File: config.mk
export PLATFORM = sky130hd
export DESIGN_NAME = current_dac_update_scheduler
export DESIGN_NICKNAME = d
export VERILOG_FILES = /design/src/verilog/current_dac_pkg.sv /design/src/verilog/strobe_edge_detect.sv /design/src/verilog/current_dac_update_scheduler.sv
export SDC_FILE = /design/constraint.sdc
export NUM_CORES = 1
export LEC_CHECK = 0
export BUFFER_PORTS_ARGS = -buffer_cell sky130_fd_sc_hd__buf_2
export CORE_MARGIN = 5
export CORE_UTILIZATION = 46
export CTS_CLUSTER_DIAMETER = 120
export DETAILED_ROUTE_END_ITERATION = 7
export PLACE_DENSITY = 0.83
export SYNTH_ARGS = -nofsm -noshare
export SYNTH_HDL_FRONTEND = slang
export SYNTH_SLANG_ARGS = --single-unit
export TNS_END_PERCENT = 30
File: constraint.sdc
create_clock -name clk_sys -period 1.8 [get_ports clk_sys]
set_input_delay 0 -clock clk_sys [delete_from_list [all_inputs] [get_ports clk_sys]]
set_output_delay 0 -clock clk_sys [all_outputs]
set_load 0.005 [all_outputs]
File: src/verilog/current_dac_pkg.sv
/*
 * constants for the current-output converter front end: register addresses,
 * field positions, reset values and update-source encodings.
 * assumes an 8-bit special-function register bus driven by the processor core.
 */
package current_dac_pkg;

	// ****************************************
	// register addresses
	// ****************************************
	localparam logic [7:0] ADDR_DATA_LOW = 8'h96;
	localparam logic [7:0] ADDR_DATA_HIGH = 8'h97;
	localparam logic [7:0] ADDR_CONTROL = 8'hb9;

	// ****************************************
	// reset values
	// ****************************************
	localparam logic [7:0] RESET_CONTROL = 8'h72;
	localparam logic [7:0] RESET_DATA_LOW = 8'h00;
	localparam logic [7:0] RESET_DATA_HIGH = 8'h00;

	// ****************************************
	// field positions
	// ****************************************
	localparam int ENABLE_BIT = 7;
	localparam int SOURCE_MSB = 6;
	localparam int SOURCE_LSB = 4;
	localparam int RANGE_MSB = 1;
	localparam int RANGE_LSB = 0;
	localparam int LOW_DATA_MSB = 7;
	localparam int LOW_DATA_LSB = 6;
	// implemented bits of each register; the rest read zero
	localparam logic [7:0] CONTROL_MASK = 8'hf3;
	localparam logic [7:0] DATA_LOW_MASK = 8'hc0;

	// ****************************************
	// update sources
	// ****************************************
	typedef enum logic [2:0] {
		SRC_TIMER0 = 3'b000,
		SRC_TIMER1 = 3'b001,
		SRC_TIMER2 = 3'b010,
		SRC_TIMER3 = 3'b011,
		SRC_STROBE_RISE = 3'b100,
		SRC_STROBE_FALL = 3'b101,
		SRC_STROBE_ANY = 3'b110,
		SRC_HIGH_WRITE = 3'b111
	} update_source_t;

endpackage : current_dac_pkg

File: src/verilog/strobe_edge_detect.sv
/*
 * synchroniser and edge detector for the external convert strobe pin.
 * assumes the pin is asynchronous to clk_sys.
 */
`timescale 1ns/1ps
module strobe_edge_detect (
	input wire logic clk_sys,
	input wire logic rst,
	input wire logic strobe_pin,
	output logic rise_pulse,
	output logic fall_pulse
);

	logic sync_first;
	logic sync_second;
	logic sync_prev;

	// ****************************************
	// two-stage synchroniser, then history for edges
	// ****************************************
	always_ff @(posedge clk_sys or posedge rst) begin
		if (rst) begin
			sync_first <= 1'b0;
			sync_second <= 1'b0;
			sync_prev <= 1'b0;
		end else begin
			sync_first <= strobe_pin;
			sync_second <= sync_first;
			sync_prev <= sync_second;
		end
	end

	// single-cycle pulse per edge; the first stage feeds nothing but the second
	assign rise_pulse = sync_second & ~sync_prev;
	assign fall_pulse = ~sync_second & sync_prev;

endmodule : strobe_edge_detect

File: src/verilog/current_dac_update_scheduler.sv
/*
 * register file and update scheduler of the 10-bit current-output converter.
 * assumes a processor core doing single-cycle special-function register
 * reads and writes on clk_sys, and timer overflow pulses one cycle wide.
 */
`timescale 1ns/1ps
module current_dac_update_scheduler #(
	// the source field has two bits for timers, so exactly four can be served
	parameter int TIMER_COUNT = 4
) (
	input wire logic clk_sys,
	input wire logic rst,
	input wire logic [7:0] sfr_addr,
	input wire logic sfr_write,
	input wire logic sfr_read,
	input wire logic [7:0] sfr_write_data,
	output logic [7:0] sfr_read_data,
	output logic sfr_read_hit,
	input wire logic [TIMER_COUNT-1:0] timer_overflow,
	input wire logic external_convert_strobe,
	output logic [9:0] latched_word,
	output logic update_pulse,
	output logic converter_enable_bit,
	output logic [1:0] full_scale_select,
	output logic range_half_ma,
	output logic range_one_ma,
	output logic range_two_ma,
	output logic pin_analog_connect,
	output logic pin_digital_driver_off,
	output logic pin_pullup_off
);

	logic [7:0] dac_control;
	logic [7:0] dac_data_low_byte;
	logic [7:0] dac_data_high_byte;
	logic write_low;
	logic write_high;
	logic write_control;
	logic strobe_rise;
	logic strobe_fall;
	logic trigger;
	current_dac_pkg::update_source_t source;
	logic [7:0] next_high;
	logic [1:0] next_low;

	// ****************************************
	// elaboration checks
	// ****************************************
	// another count would leave source codes with no timer, or timers with no code
	if (TIMER_COUNT != 4) begin : g_timer_count_check
		$error("timer count must be four");
	end

	// ****************************************
	// helpers
	// ****************************************
	// one address match shared by every write decode
	function automatic logic is_addr(input logic [7:0] addr, input logic [7:0] target);
		return addr == target;
	endfunction : is_addr

	// left-justified word: the whole high byte, then the top two bits of the low byte
	function automatic logic [9:0] join_word(input logic [7:0] high, input logic [1:0] low);
		return {high, low};
	endfunction : join_word

	// ****************************************
	// register decode
	// ****************************************
	assign write_low = sfr_write && is_addr(sfr_addr, current_dac_pkg::ADDR_DATA_LOW);
	assign write_high = sfr_write && is_addr(sfr_addr, current_dac_pkg::ADDR_DATA_HIGH);
	assign write_control = sfr_write && is_addr(sfr_addr, current_dac_pkg::ADDR_CONTROL);
	assign source = current_dac_pkg::update_source_t'(
		dac_control[current_dac_pkg::SOURCE_MSB:current_dac_pkg::SOURCE_LSB]);

	always_ff @(posedge clk_sys or posedge rst) begin
		if (rst) begin
			dac_control <= current_dac_pkg::RESET_CONTROL;
		end else if (write_control) begin
			dac_control <= sfr_write_data & current_dac_pkg::CONTROL_MASK;
		end
	end

	// both bytes take every write at once; only the converter latch waits for the event
	always_ff @(posedge clk_sys or posedge rst) begin
		if (rst) begin
			dac_data_low_byte <= current_dac_pkg::RESET_DATA_LOW;
		end else if (write_low) begin
			dac_data_low_byte <= sfr_write_data & current_dac_pkg::DATA_LOW_MASK;
		end
	end

	always_ff @(posedge clk_sys or posedge rst) begin
		if (rst) begin
			dac_data_high_byte <= current_dac_pkg::RESET_DATA_HIGH;
		end else if (write_high) begin
			dac_data_high_byte <= sfr_write_data;
		end
	end

	// unmapped addresses read zero and drop the hit flag
	always_ff @(posedge clk_sys or posedge rst) begin
		if (rst) begin
			sfr_read_data <= 8'h00;
			sfr_read_hit <= 1'b0;
		end else begin
			sfr_read_hit <= 1'b0;
			sfr_read_data <= 8'h00;
			if (sfr_read) begin
				unique case (sfr_addr)
					current_dac_pkg::ADDR_DATA_LOW: begin
						sfr_read_data <= dac_data_low_byte;
						sfr_read_hit <= 1'b1;
					end
					current_dac_pkg::ADDR_DATA_HIGH: begin
						sfr_read_data <= dac_data_high_byte;
						sfr_read_hit <= 1'b1;
					end
					current_dac_pkg::ADDR_CONTROL: begin
						sfr_read_data <= dac_control;
						sfr_read_hit <= 1'b1;
					end
					default: begin
						sfr_read_data <= 8'h00;
					end
				endcase
			end
		end
	end

	// ****************************************
	// update event selection
	// ****************************************
	strobe_edge_detect strobe_edges (
		.clk_sys(clk_sys),
		.rst(rst),
		.strobe_pin(external_convert_strobe),
		.rise_pulse(strobe_rise),
		.fall_pulse(strobe_fall)
	);

	// changing the source is not an update event by itself; an edge already in the
	// synchroniser when the source changes is judged against the new source
	always_comb begin
		trigger = 1'b0;
		unique case (source)
			current_dac_pkg::SRC_TIMER0: trigger = timer_overflow[0];
			current_dac_pkg::SRC_TIMER1: trigger = timer_overflow[1];
			current_dac_pkg::SRC_TIMER2: trigger = timer_overflow[2];
			current_dac_pkg::SRC_TIMER3: trigger = timer_overflow[3];
			current_dac_pkg::SRC_STROBE_RISE: trigger = strobe_rise;
			current_dac_pkg::SRC_STROBE_FALL: trigger = strobe_fall;
			current_dac_pkg::SRC_STROBE_ANY: trigger = strobe_rise | strobe_fall;
			current_dac_pkg::SRC_HIGH_WRITE: trigger = write_high;
		endcase
	end

	// ****************************************
	// converter input latches
	// ****************************************
	// a byte written in the triggering cycle is taken straight from the bus,
	// so the latch never lags the register by one update
	assign next_high = write_high ? sfr_write_data : dac_data_high_byte;
	assign next_low = write_low ? sfr_write_data[current_dac_pkg::LOW_DATA_MSB:current_dac_pkg::LOW_DATA_LSB]
		: dac_data_low_byte[current_dac_pkg::LOW_DATA_MSB:current_dac_pkg::LOW_DATA_LSB];

	always_ff @(posedge clk_sys or posedge rst) begin
		if (rst) begin
			update_pulse <= 1'b0;
		end else begin
			update_pulse <= trigger;
		end
	end

	always_ff @(posedge clk_sys or posedge rst) begin
		if (rst) begin
			latched_word <= 10'h000;
		end else if (trigger) begin
			latched_word <= join_word(next_high, next_low);
		end
	end

	// ****************************************
	// analog stage controls
	// ****************************************
	// range strobes are registered from the value being written, so they move on the
	// same edge as the control register and carry no decode glitch to the analog side
	function automatic logic [2:0] range_decode(input logic [1:0] select);
		return {select[1], (select == 2'h1), (select == 2'h0)};
	endfunction : range_decode

	always_ff @(posedge clk_sys or posedge rst) begin
		if (rst) begin
			{range_two_ma, range_one_ma, range_half_ma} <= range_decode(
				current_dac_pkg::RESET_CONTROL[current_dac_pkg::RANGE_MSB:current_dac_pkg::RANGE_LSB]);
		end else if (write_control) begin
			{range_two_ma, range_one_ma, range_half_ma} <= range_decode(
				sfr_write_data[current_dac_pkg::RANGE_MSB:current_dac_pkg::RANGE_LSB]);
		end
	end

	assign converter_enable_bit = dac_control[current_dac_pkg::ENABLE_BIT];
	assign full_scale_select = dac_control[current_dac_pkg::RANGE_MSB:current_dac_pkg::RANGE_LSB];
	assign pin_analog_connect = converter_enable_bit;
	assign pin_digital_driver_off = converter_enable_bit;
	assign pin_pullup_off = converter_enable_bit;

endmodule : current_dac_update_scheduler

======== Word level (Yosys, flattened, before mapping) ========
Cells that the tools add are included.
word-level totals
  flip-flop bits (word level) ............. 42
  output and inout port bits .............. 29
  input port bits ......................... 25
  logic and storage cells ................. 42
cells by class
  multiplexer cells ....................... 7
  reduce and logical (&&, ||, !) cells .... 6
  bitwise gates (word level) .............. 5
  equality and inequality tests ........... 11
operator list
  kind                                           count
  == test 8 bit, second input constant           3
  one-hot mux 8 bit (3 select lines)             1
  two-way mux 8 bit                              2
  == test 3 bit, second input constant           4
  one-hot mux 1 bit (8 select lines)             1
  == test 3 x 2 -> 1 bit, second input constant  2
  == test 3 x 1 -> 1 bit, second input constant  1
  logical AND 1 bit                              3
  logical NOT 3 bit                              1
  OR reduction 3 bit                             1
  AND 1 bit                                      2
  == test 2 x 1 -> 1 bit, second input constant  1
  logical NOT 2 bit                              1
  two-way mux 1 bit                              2
  two-way mux 2 bit                              1
  inverter 1 bit                                 2
  OR 1 bit                                       1

======== Longest topological paths before layout ========
Gate-level depths: netlist (run 1).
  depth in word-level cells ............... 4
  gate-level depth with buffers ........... 7
  mapped depth without buffers ............ 6

======== Cells and area by module ========
Synthesis (run 1) repeated with hierarchy kept, for this count alone.
second synthesis, totals
  cell total of the unflattened synthesis .. 128
  area total of the unflattened synthesis .. 1820.5 um2
by module, submodules not included
  module                        area an instance (um2)  instances  cells each  sequential area each (um2)
  current_dac_update_scheduler  1726.7                  1          122         955.9
  strobe_edge_detect            93.8                    1          6           75.1

======== Worst setup path after synthesis (run 1) ========
OpenSTA, ideal clock, no wires.
  kind .................................... flip-flop to flip-flop
  start point ............................. reg dac_control[4]
  end point ............................... reg latched_word[0]
  clock period less this slack ............ 1.775 ns
  setup slack ............................. 0.025 ns
  data arrival time ....................... 1.650 ns
  data required time ...................... 1.675 ns
  library setup time ...................... 0.125 ns
  path buffers ............................ 2
  stages on the path, launching flop included .. 7
  cell sequence ........................... dfstp_2 -> buf_6 -> mux2_4 -> o31ai_2 -> o22ai_2 -> buf_6 -> mux2_4
on the way
  word-level cells in the longest chain between the ends .. 2
  elaborated cells between the ends (all ways) .. 9
  those cells by class .................... 7 x eq/ne; 1 x mux; 1 x reduce/logical
ends and longest elaborated chain
  what                                         RTL line                             RTL
  start: declaration                           current_dac_update_scheduler.sv:33   logic [7:0] dac_control;
  start signal: assignment                     current_dac_update_scheduler.sv:78   dac_control <= current_dac_pkg::RESET_CONTROL;
  start signal: assignment                     current_dac_update_scheduler.sv:80   dac_control <= sfr_write_data & current_dac_pkg::CONTROL_MASK;
  == test 3 bit, or another cell as far along  current_dac_update_scheduler.sv:146  unique case (source)
  one-hot mux 1 bit (8 select lines) (*)       current_dac_update_scheduler.sv:146
  named net trigger                            current_dac_update_scheduler.sv:41   logic trigger;
  end signal: assignment                       current_dac_update_scheduler.sv:179  latched_word <= join_word(next_high, next_low);
  end: declaration                             current_dac_update_scheduler.sv:21   output logic [9:0] latched_word,
Mark *: on every way through the listed nets, which the timed path passes. The rest lies on a longest branch.
A chain may end at the register's enable or synchronous reset.

======== Worst setup path in the final report (run 1) ========
  start point ............................. reg dac_control[4]
  end point ............................... reg latched_word[3]
on the way
  word-level cells in the longest chain between the ends .. 2
  elaborated cells between the ends (all ways) .. 9
  those cells by class .................... 7 x eq/ne; 1 x mux; 1 x reduce/logical
ends and longest elaborated chain
  what                                         RTL line
  == test 3 bit, or another cell as far along  current_dac_update_scheduler.sv:146
  one-hot mux 1 bit (8 select lines) (*)       current_dac_update_scheduler.sv:146
Every way passes the cells marked *; elsewhere a longest branch is shown, timed or not.

==> metrics.md, run 1 <==
| Metric | Value |
|---|---|
| Status | `finished, violations left` |
| Violated checks | `negative setup slack` |
| Worst-case vdd ir drop | `0.000455 V` |
| Initial DRC count | `38` |
| Post-Synth XOR/XNOR Area | `0` |
| Layout cell share with drive strength beyond 1 | `0.559` |
| Kind of critical path | `register to register` |
| Synth Flop Type | `dfrtp_1` |
| Synth Area in Compound Gates | `0.0574` |
| Pre-antenna DRT Iters | `2` |
| Global route total overflow | `0` |
| Leakage power | `1.28 nW` |
| CP dominant cell by count | `mux2_4` |
| Type of destination of the critical path | `register` |
| Yosys cell types | `33` |
| TNS Setup | `-0.0995 ns` |
| Area leader, netlist | `dfrtp_1` |
| Mux cell area share after synthesis | `0.214` |
| Vias in the first global route | `1300` |
| Clk sinks | `41` |
| Critical path required time | `1.98 ns` |
| Startpoint Class | `register` |
| Synth Register Bits | `41` |
| Die X | `73.1 um` |
| Final min period | `1.82 ns` |
| Post-Layout Cell Count | `245` |
| # IOs | `54` |
| Post-Synth Adder-Cell Area | `0.0137` |
| Sequential area share after synthesis | `0.563` |
| Total Power | `1.83 mW` |
| Via/cell ratio | `5.01` |
| Clock tree buffer depth | `2` |
| Fin Hold WS | `0.173 ns` |
| Worst path slowest cell | `dfstp_2` |
| Detailed-route wire length | `3780 um` |
| Placed insts | `224` |
| RePlAce Congestion | `0.811` |
| Root Driver | `clkbuf_8` |
| H-Tree Depth | `2` |
| Final Hold Vio Count | `0` |
| Cells after Synth | `127` |
| Die Ht | `73.1 um` |
| Commonest non-fill, non-tap cells in the layout | `buf_2 (53), dfrtp_1 (37), mux2_2 (17)` |
| Final Skew | `0.00460 ns` |
| Finish-stage setup viols | `9` |
| Largest family of logic cells by synthesized area | `multiplexers` |
| Post-synthesis async set-or-reset flop share | `1.00` |
| Gr usage total | `0.155` |
| Top cells by area, synth | `dfrtp_1 (51%), mux2_2 (10%), mux2_4 (9.8%)` |
| Yosys Warn Count | `0` |
| Dpl hpwl | `2770 um` |
| Drt wl/cell | `15.4 um` |
| Layout area overhead | `28.2%` |
| Initial antenna violation count | `0` |
| Clock latency on the worst-skew pair | `0.29 ns` |
| Fmax | `0.549 GHz` |
| Clock transition at path regs | `0.08 ns` |
| Largest stage delay on the critical path | `0.58 ns` |
| Worst hold-check path type | `input port to register` |
| CP Cell Sequence | `mux2_4 -> o31ai_2 -> o22ai_2 -> buf_12 -> mux2_4` |
| PortBufs | `53` |
| Final core utilization | `0.596` |
| Top cell type's share of synthesized area | `0.505` |
| CP max FO | `10` |
| Slew headroom | `0.674` |
| Pre-CTS setup slack | `-0.0375 ns` |
| Simple-gate portion of the synthesized area | `0.106` |
| Crit path DAT | `2.00 ns` |
| CTS tree | `done` |
| DRC Markers | `0` |
| Max-cap violations | `0` |
| Fin. max-slew vios | `0` |
| PnR worst setup slack | `-0.0220 ns` |
| RSZ-0062 raised after global routing | `true` |
| Die ar. | `5340 um2` |
| Cell Pwr Density | `777 nW/um2` |
| Antenna diode count | `0` |
| Placement Cell Area | `2120 um2` |
| Number of synthesized flops with an enable pin | `0` |
| CTS Buf Count | `5` |
| Mapped Nets | `154` |
| Worst-Margin Slew | `0.488 ns` |
| Antenna Nets Post-Route | `0` |
| Cell row count | `23` |
| Vias | `1228` |
| Core area | `3940 um2` |
| Commonest non-fill, non-tap cell in the layout | `buf_2` |
| Design Area, Final | `2350 um2` |
| Mapped cell area | `1830 um2` |
| Initial Util | `0.465` |
| Nets@finish | `221` |
| First-pass GRT wire length | `6270 um` |
| Largest net degree at the start of global routing | `42` |
| Mapped Avg Cell Area | `14.4 um2` |
| Final worst path period share | `1.01` |
## routing by layer
metal	part of all wire	track usage
met5	0	0
met4	0.011	0.0492
met3	0.057	0.0455
met2	0.50	0.257
met1	0.43	0.195
## synth_stat cells, drive strengths merged, types with 2 or more instances
| cell | number |
|---|---|
| a21oi | 2 |
| dfrtp | 37 |
| mux2i | 2 |
| and4bb | 2 |
| nand4 | 2 |
| nand2b | 3 |
| o31ai | 2 |
| nor2 | 8 |
| nand2 | 3 |
| dfstp | 4 |
| a22oi | 4 |
| inv | 4 |
| buf | 8 |
| mux2 | 29 |
| o22ai | 2 |
| and3 | 4 |
| ha | 2 |
## timing repair
action | in CTS | in global routing
hold endpoints to repair | 54 | 0
resized for setup | 0 | 0
setup endpoints to repair | 9 | 9
setup buffers | 1 | 0
cloned | 0 | 0
hold buffers | 12 | 0
## path summary, 6_finish.rpt
check / slack, ns / depth (start not counted) / startpoint / endpoint
min: 0.17 / 5 / sfr_addr[3] / sfr_read_data[6]
min reg2reg: 0.37 / 0 / strobe_edges.sync_first / strobe_edges.sync_second
min in group asynchronous: 0.37 / 4 / rst / sfr_read_data[2]
max reg2reg: -0.02 / 5 / dac_control[4] / latched_word[3]
max in group asynchronous: 1.07 / 4 / rst / dac_control[4]
max: -0.02 / 5 / dac_control[4] / latched_word[3]
## cell families after synthesis
family	after synthesis
adders and majority gates	2
muxes	31
and+or+nand+nor	27
DFF	41
buffers and inverters	13
AOI/OAI and AO/OA	13
## where the power goes
group | switching [mW] | total [mW] | leakage (nW) | internal (mW)
registers | 0.0270 | 0.990 | 0.545 | 0.963
clock network | 0.309 | 0.620 | 0.0512 | 0.310
logic | 0.0916 | 0.217 | 0.679 | 0.125
total | 0.428 | 1.83 | 1.28 | 1.40
## registers in the layout, summed over array words and instances, names as in the netlist
register	cells
dac_data_low_byte	2
sfr_read_data	8
latched_word	10
sfr_read_hit	1
range_half_ma	1
strobe_edges.sync_prev	1
strobe_edges.sync_first	1
range_one_ma	1
strobe_edges.sync_second	1
dac_data_high_byte	8
dac_control	6
update_pulse	1
## layout make-up
class                           instances  area, um2
Timing Repair Buffer                   69        428
Sequential cell                        41       1030
Clock inverter                          2       13.8
Clock buffer                            6       82.6
Inverter                                4       15.0
Fill cell                             305       1590
Tap cell                               50       62.6
Multi-Input combinational cell         73        716
## critical path, delay by kind of cell (launching register included)
family / cells / cell delay, ns
buffers and inverters: 1 / 0.17
AOI/OAI and AO/OA: 2 / 0.34
muxes: 2 / 0.61
DFF: 1 / 0.58
Power figures use the tool's default switching activity.
==> inputs of run 2 (changes only) <==
- ABC_AREA: unset -> 1
- RECOVER_POWER: unset -> 100
==> metrics.md, run 2 <==
| Metric | Value |
|---|---|
| Terminus of the critical flop-to-flop path | `latched_word[4]` |
| Cell row count | `23` |
| Commonest non-fill, non-tap cells in the layout | `nand2_1 (87), buf_2 (39), dfrtp_1 (37)` |
| RSZ-0062 raised after global routing | `false` |
| Worst hold-check path type | `input port to register` |
| Pre-antenna DRT Iters | `4` |
| Initial antenna violation count | `0` |
| CP max FO | `11` |
| Final Skew | `0.00854 ns` |
| RePlAce Congestion | `0.784` |
| Type of destination of the critical path | `register` |
| Mapped cell area | `1880 um2` |
| CTS tree | `done` |
| Vias | `1657` |
| Layout area overhead | `26.0%` |
| PortBufs | `53` |
| TNS Setup | `0 ns` |
| Largest register FFs | `10` |
| Largest net degree at the start of global routing | `42` |
| Startpoint Class | `input port` |
| Initial DRC count | `115` |
| Yosys Warn Count | `0` |
| DR top layer | `met4` |
| Sequential area share after synthesis | `0.548` |
| Core area | `3970 um2` |
| Mapped Avg Cell Area | `8.59 um2` |
| Die ar. | `5470 um2` |
| Die Ht | `73.9 um` |
| Routed met2 length | `2300 um` |
| Hold path depth | `3` |
| Critical path required time | `2.04 ns` |
| Mapped Nets | `246` |
| Fin. max-slew vios | `0` |
| Final min period | `1.57 ns` |
| Worst r2r src | `dac_control[5]` |
| Largest family of logic cells by synthesized area | `simple AND/OR/NAND/NOR gates` |
| Worst-case vdd ir drop | `0.000560 V` |
| Clk sinks | `41` |
| Fmax | `0.638 GHz` |
| Cts repair resizes | `0` |
| Root Driver | `clkbuf_8` |
| Synth Flop Type | `dfrtp_1` |
| Cell Pwr Density | `920 nW/um2` |
| Worst-Margin Slew | `0.991 ns` |
| Synth Area in Compound Gates | `0.0592` |
| Die X | `73.9 um` |
| CTS Buf Count | `5` |
| Commonest non-fill, non-tap cell in the layout | `nand2_1` |
| Finish-stage setup viols | `0` |
| Most frequent cell after synthesis | `nand2_1` |
| Yosys cell types | `22` |
| Post-synthesis async set-or-reset flop share | `1.00` |
| FF-to-FF path depth | `6` |
| Initial Util | `0.474` |
| Layout cell share with drive strength beyond 1 | `0.213` |
| Slew headroom | `0.339` |
| Detailed-route wire length | `4420 um` |
| Post-Synth XOR/XNOR Area | `0` |
| Top Registers | `latched_word: 10 flops, dac_data_high_byte: 8 flops, sfr_read_data: 8 flops` |
| First-pass GRT wire length | `7470 um` |
| Nets@finish | `312` |
| Cells after Synth | `219` |
| Metal3 WL | `267 um` |
| Clock latency on the worst-skew pair | `0.30 ns` |
| Status | `complete, no violations` |
| Gr usage total | `0.178` |
| Final Hold Vio Count | `0` |
| # IOs | `54` |
| Vias in the first global route | `1619` |
| Clock tree buffer depth | `2` |
| Crit path DAT | `1.81 ns` |
| Drt wl/cell | `13.1 um` |
| H-Tree Depth | `2` |
| Antenna Nets Post-Route | `0` |
| Simple-gate portion of the synthesized area | `0.295` |
| Dpl hpwl | `3180 um` |
| Metal-1 WL | `1810 um` |
| DRC Markers | `0` |
| Area leader, netlist | `dfrtp_1` |
| Flop2flop setup slack | `0.26 ns` |
| Most common library cells after synthesis | `nand2_1 (86), dfrtp_1 (37), inv_1 (18), nand3_1 (16)` |
| Leakage power | `1.33 nW` |
| Synth Register Bits | `41` |
| Final worst path period share | `0.871` |
| Post-Synth Adder-Cell Area | `0.0133` |
| Max-cap violations | `0` |
| Total Power | `2.18 mW` |
| Top reg by flops | `latched_word` |
| Global route total overflow | `0` |
| Kind of critical path | `input port to register` |
| Antenna diode count | `0` |
| Via/cell ratio | `4.93` |
| FILL cells | `363` |
| Top cells by area, synth | `dfrtp_1 (49%), nand2_1 (17%), dfstp_2 (5.6%)` |
| Mux cell area share after synthesis | `0` |
| Top cell type's share of synthesized area | `0.492` |
| Worst Hold End | `dac_data_low_byte[6]` |
| Min-delay src | `sfr_write` |
| Clock transition at path regs | `0.09 ns` |
| Number of synthesized flops with an enable pin | `0` |
[run 2: changes by cell type after synthesis, moves of 4 or more]
| cell | before | now |
|---|---|---|
| mux2_2 | 17 | 0 |
| nand2_1 | 3 | 86 |
| nand3_1 | 1 | 16 |
| inv_2 | 0 | 4 |
| nand4_1 | 0 | 8 |
| inv_1 | 4 | 18 |
| o21ai_1 | 0 | 6 |
| a22oi_1 | 4 | 0 |
| a21oi_1 | 2 | 7 |
| nor2_1 | 8 | 4 |
| mux2_4 | 12 | 0 |
| nor3_1 | 0 | 4 |
[run 2: timing repair]
action / 4_1_cts / 5_1_grt
hold buffers: 12 / 0
setup endpoints to repair: 0 / 10
setup buffers: 0 / 1
endpoints found under the hold margin: 57 / 0
[run 2: logic make-up after synthesis]
group           Yosys count
compound gates           20
simple gates            124
buf+inv                  32
flops                    41
fa+ha+maj                 2
[run 2: worst max-delay path, cell delays in order]
cell     delay [ns]
buf_2          0.10
inv_2          0.04
nand2_2        0.06
nor2_4         0.16
nand2_1        0.30
nor2_1         0.72
nand2_1        0.17
o21ai_2        0.11
nand2_1        0.07
nand2_1        0.07
[run 2: cell type report]
cell class / count / area, um2 / share of cell area
clock buffers: 5 / 68.8 / 0.0290
clock inverters: 3 / 68.8 / 0.0290
inverters: 22 / 82.6 / 0.0348
multi-input cells: 146 / 667 / 0.281
flip-flops and latches: 41 / 1030 / 0.435
well taps: 50 / 62.6 / 0.0264
repair buffers: 69 / 389 / 0.164
[run 2: report_power, final]
part / switching, mW / internal [mW] / total (mW) / leakage [nW]
registers: 0.0398 / 0.989 / 1.03 / 0.535
logic: 0.152 / 0.109 / 0.262 / 0.729
clock network: 0.331 / 0.558 / 0.889 / 0.0687
[run 2: layer usage]
layer / up-vias / global-route usage
li1: 820 / -
met1: 784 / 0.230
met2: 48 / 0.302
met3: 5 / 0.0459
met4: 0 / 0.0402
met5: - / 0
[run 2: worst max path at each step]
| stage | startpoint | to | slack [ns] | cells past startpoint |
|---|---|---|---|---|
| global placement | dac_control[4] | latched_word[6] | 0.14 | 7 |
| global route | dac_control[5] | latched_word[4] | 0.04 | 6 |
| finish | sfr_addr[6] | latched_word[4] | 0.23 | 10 |
| detailed placement | dac_control[4] | latched_word[4] | 0.06 | 7 |
| floorplan | dac_control[4] | latched_word[2] | 0.44 | 9 |
| CTS | dac_control[4] | latched_word[2] | 0.04 | 7 |
[run 2: through the flow]
stage | setup WS (ns) | hold slack [ns] | instances | util | cell area [um2]
after global routing | 0.0387 | 0.0789 | 336 | 0.597 | 2370
after CTS | 0.0418 | 0.0562 | 335 | 0.607 | 2410
after detailed placement | 0.0586 | 0.109 | 315 | 0.543 | 2150
after global placement | 0.136 | 0.108 | 315 | 0.543 | 2150
after floorplan | 0.445 | 0.0314 | 219 | - | 1880
final | 0.232 | 0.0618 | 336 | 0.597 | 2370
==> inputs of run 3 (changes only) <==
- BUFFER_PORTS_ARGS: -buffer_cell sky130_fd_sc_hd__buf_2 -> unset
- CORE_UTILIZATION: 46 -> 56
- DONT_BUFFER_PORTS: unset -> 1
- PLACE_DENSITY: 0.83 -> 0.82
==> metrics.md, run 3 (synthesis gave the netlist of run 2 again) <==
| Metric | Value |
|---|---|
| First-pass GRT wire length | `6530 um` |
| Initial Util | `0.573` |
| Finish-stage setup viols | `0` |
| DRC Markers | `0` |
| Max-cap violations | `0` |
| Layout cell share with drive strength beyond 1 | `0.0844` |
| Die Ht | `68.0 um` |
| Nets@finish | `264` |
| Initial DRC count | `124` |
| CP dominant cell by count | `nand2_1` |
| Final Hold Vio Count | `0` |
| Top reg by flops | `latched_word` |
| Pre-antenna DRT Iters | `4` |
| Clk sinks | `41` |
| Final core utilization | `0.639` |
| Root Driver | `clkbuf_4` |
| CTS tree | `done` |
| Gr usage total | `0.190` |
| # IOs | `54` |
| Fin. max-slew vios | `0` |
| Fmax | `0.612 GHz` |
| Worst-case vdd ir drop | `0.000604 V` |
| Largest register FFs | `10` |
| Final min period | `1.63 ns` |
| Cell row count | `21` |
| Dpl hpwl | `2840 um` |
| Core area | `3280 um2` |
| H-Tree Depth | `2` |
| PnR worst setup slack | `0.167 ns` |
| Commonest non-fill, non-tap cell in the layout | `nand2_1` |
| Type of destination of the critical path | `register` |
| Drt wl/cell | `13.9 um` |
| Largest stage delay on the critical path | `0.55 ns` |
| Cell Pwr Density | `814 nW/um2` |
| Clock latency on the worst-skew pair | `0.35 ns` |
| RePlAce Congestion | `0.804` |
| Kind of critical path | `input port to register` |
| Vias in the first global route | `1384` |
| Die X | `68.0 um` |
| Detailed-route wire length | `3930 um` |
| Post-Layout Cell Count | `283` |
| Worst hold-check path type | `input port to register` |
| Via/cell ratio | `5.19` |
| Pre-CTS setup slack | `0.314 ns` |
| Clock transition at path regs | `0.11 ns` |
| Top Registers | `latched_word: 10 flops, dac_data_high_byte: 8 flops, sfr_read_data: 8 flops` |
| CP max FO | `5` |
| Commonest non-fill, non-tap cells in the layout | `nand2_1 (88), dfrtp_1 (37), inv_1 (19)` |
| Clock tree buffer depth | `2` |
| Die ar. | `4620 um2` |
| Worst-Margin Slew | `0.969 ns` |
| Vias | `1469` |
| Final worst path period share | `0.907` |
| Startpoint Class | `input port` |
| Crit path DAT | `1.86 ns` |
| Global route total overflow | `0` |
| CTS Buf Count | `5` |
| Critical path required time | `2.03 ns` |
| Initial antenna violation count | `0` |
| Placed insts | `259` |
| Antenna diode count | `0` |
| Layout area overhead | `11.6%` |
| Final Skew | `0.0196 ns` |
| RSZ-0062 raised after global routing | `false` |
| Slew headroom | `0.354` |
| TNS Setup | `0 ns` |
| Leakage power | `1.14 nW` |
| Worst path slowest cell | `dlygate4sd3_1` |
| Antenna Nets Post-Route | `0` |
| Largest net degree at the start of global routing | `42` |
| Setup bufs post-CTS | `0` |
| CP Cell Sequence | `dlygate4sd3_1 -> nand2_1 -> nor2_1 -> nand2_1 -> nor2_2 -> inv_1 -> nand2_1 -> o21ai_1 -> dlygate4sd3_1` |
| Status | `complete, no violations` |
| PortBufs | `0` |
## run 3: cell types whose count changed in the layout (fill, tap and decap cells not counted), sizes merged
cell,before,now
dlygate4sd3,12,17
clkinvlp,0,1
buf,40,2
inv,23,22
clkbuf,22,8
bufinv,2,0
## run 3: critical path: cells and delay by family
kind / cells / cell delay [ns]
buffers and inverters: 3 / 1.23
AND/OR/NAND/NOR: 5 / 0.60
AO/OA/AOI/OAI: 1 / 0.05
## run 3: per-layer routing
metal  global-route usage  wire length (um)
met1                0.274              1690
met2                0.280              1870
met3               0.0525               353
met4               0.0521                15
met5                    0                 0
## run 3: through the flow
stage	total power [mW]	hold WS (ns)	area [um2]
floorplan	1.19	0.0314	1880
global placement	1.22	0.0315	1890
detailed placement	1.23	0.0315	1890
CTS	1.72	0.0216	2120
global route	1.79	0.0466	2100
finish	1.71	0.0239	2100
## run 3: power breakdown
part	switching (mW)	internal (mW)
registers	0.0575	0.990
logic	0.117	0.0725
clock network	0.289	0.183
## run 3: timing repair
item,in CTS,in global routing
gates resized for setup,0,1
hold buffers,17,0
hold endpoints to repair,75,0
setup endpoints to repair,0,1
## run 3: final timing paths
kind | startpoint | cells past startpoint | slack (ns) | to
setup / recovery | sfr_addr[7] | 9 | 0.17 | range_one_ma
hold / removal | sfr_addr[2] | 5 | 0.02 | range_half_ma
setup reg to reg | dac_control[4] | 6 | 0.23 | latched_word[7]
hold reg to reg | strobe_edges.sync_first | 0 | 0.36 | strobe_edges.sync_second
max in group asynchronous | rst | 3 | 0.81 | strobe_edges.sync_first
min in group asynchronous | rst | 3 | 0.38 | sfr_read_data[4]
## run 3: area by class of cell
class | instances | area [um2]
multi-input combinational | 146 | 676
timing repair buffer | 21 | 194
fill | 290 | 1180
sequential | 41 | 1030
inverter | 22 | 82.6
clock buffer | 6 | 51.3
tap | 46 | 57.6
clock inverter | 1 | 7.51
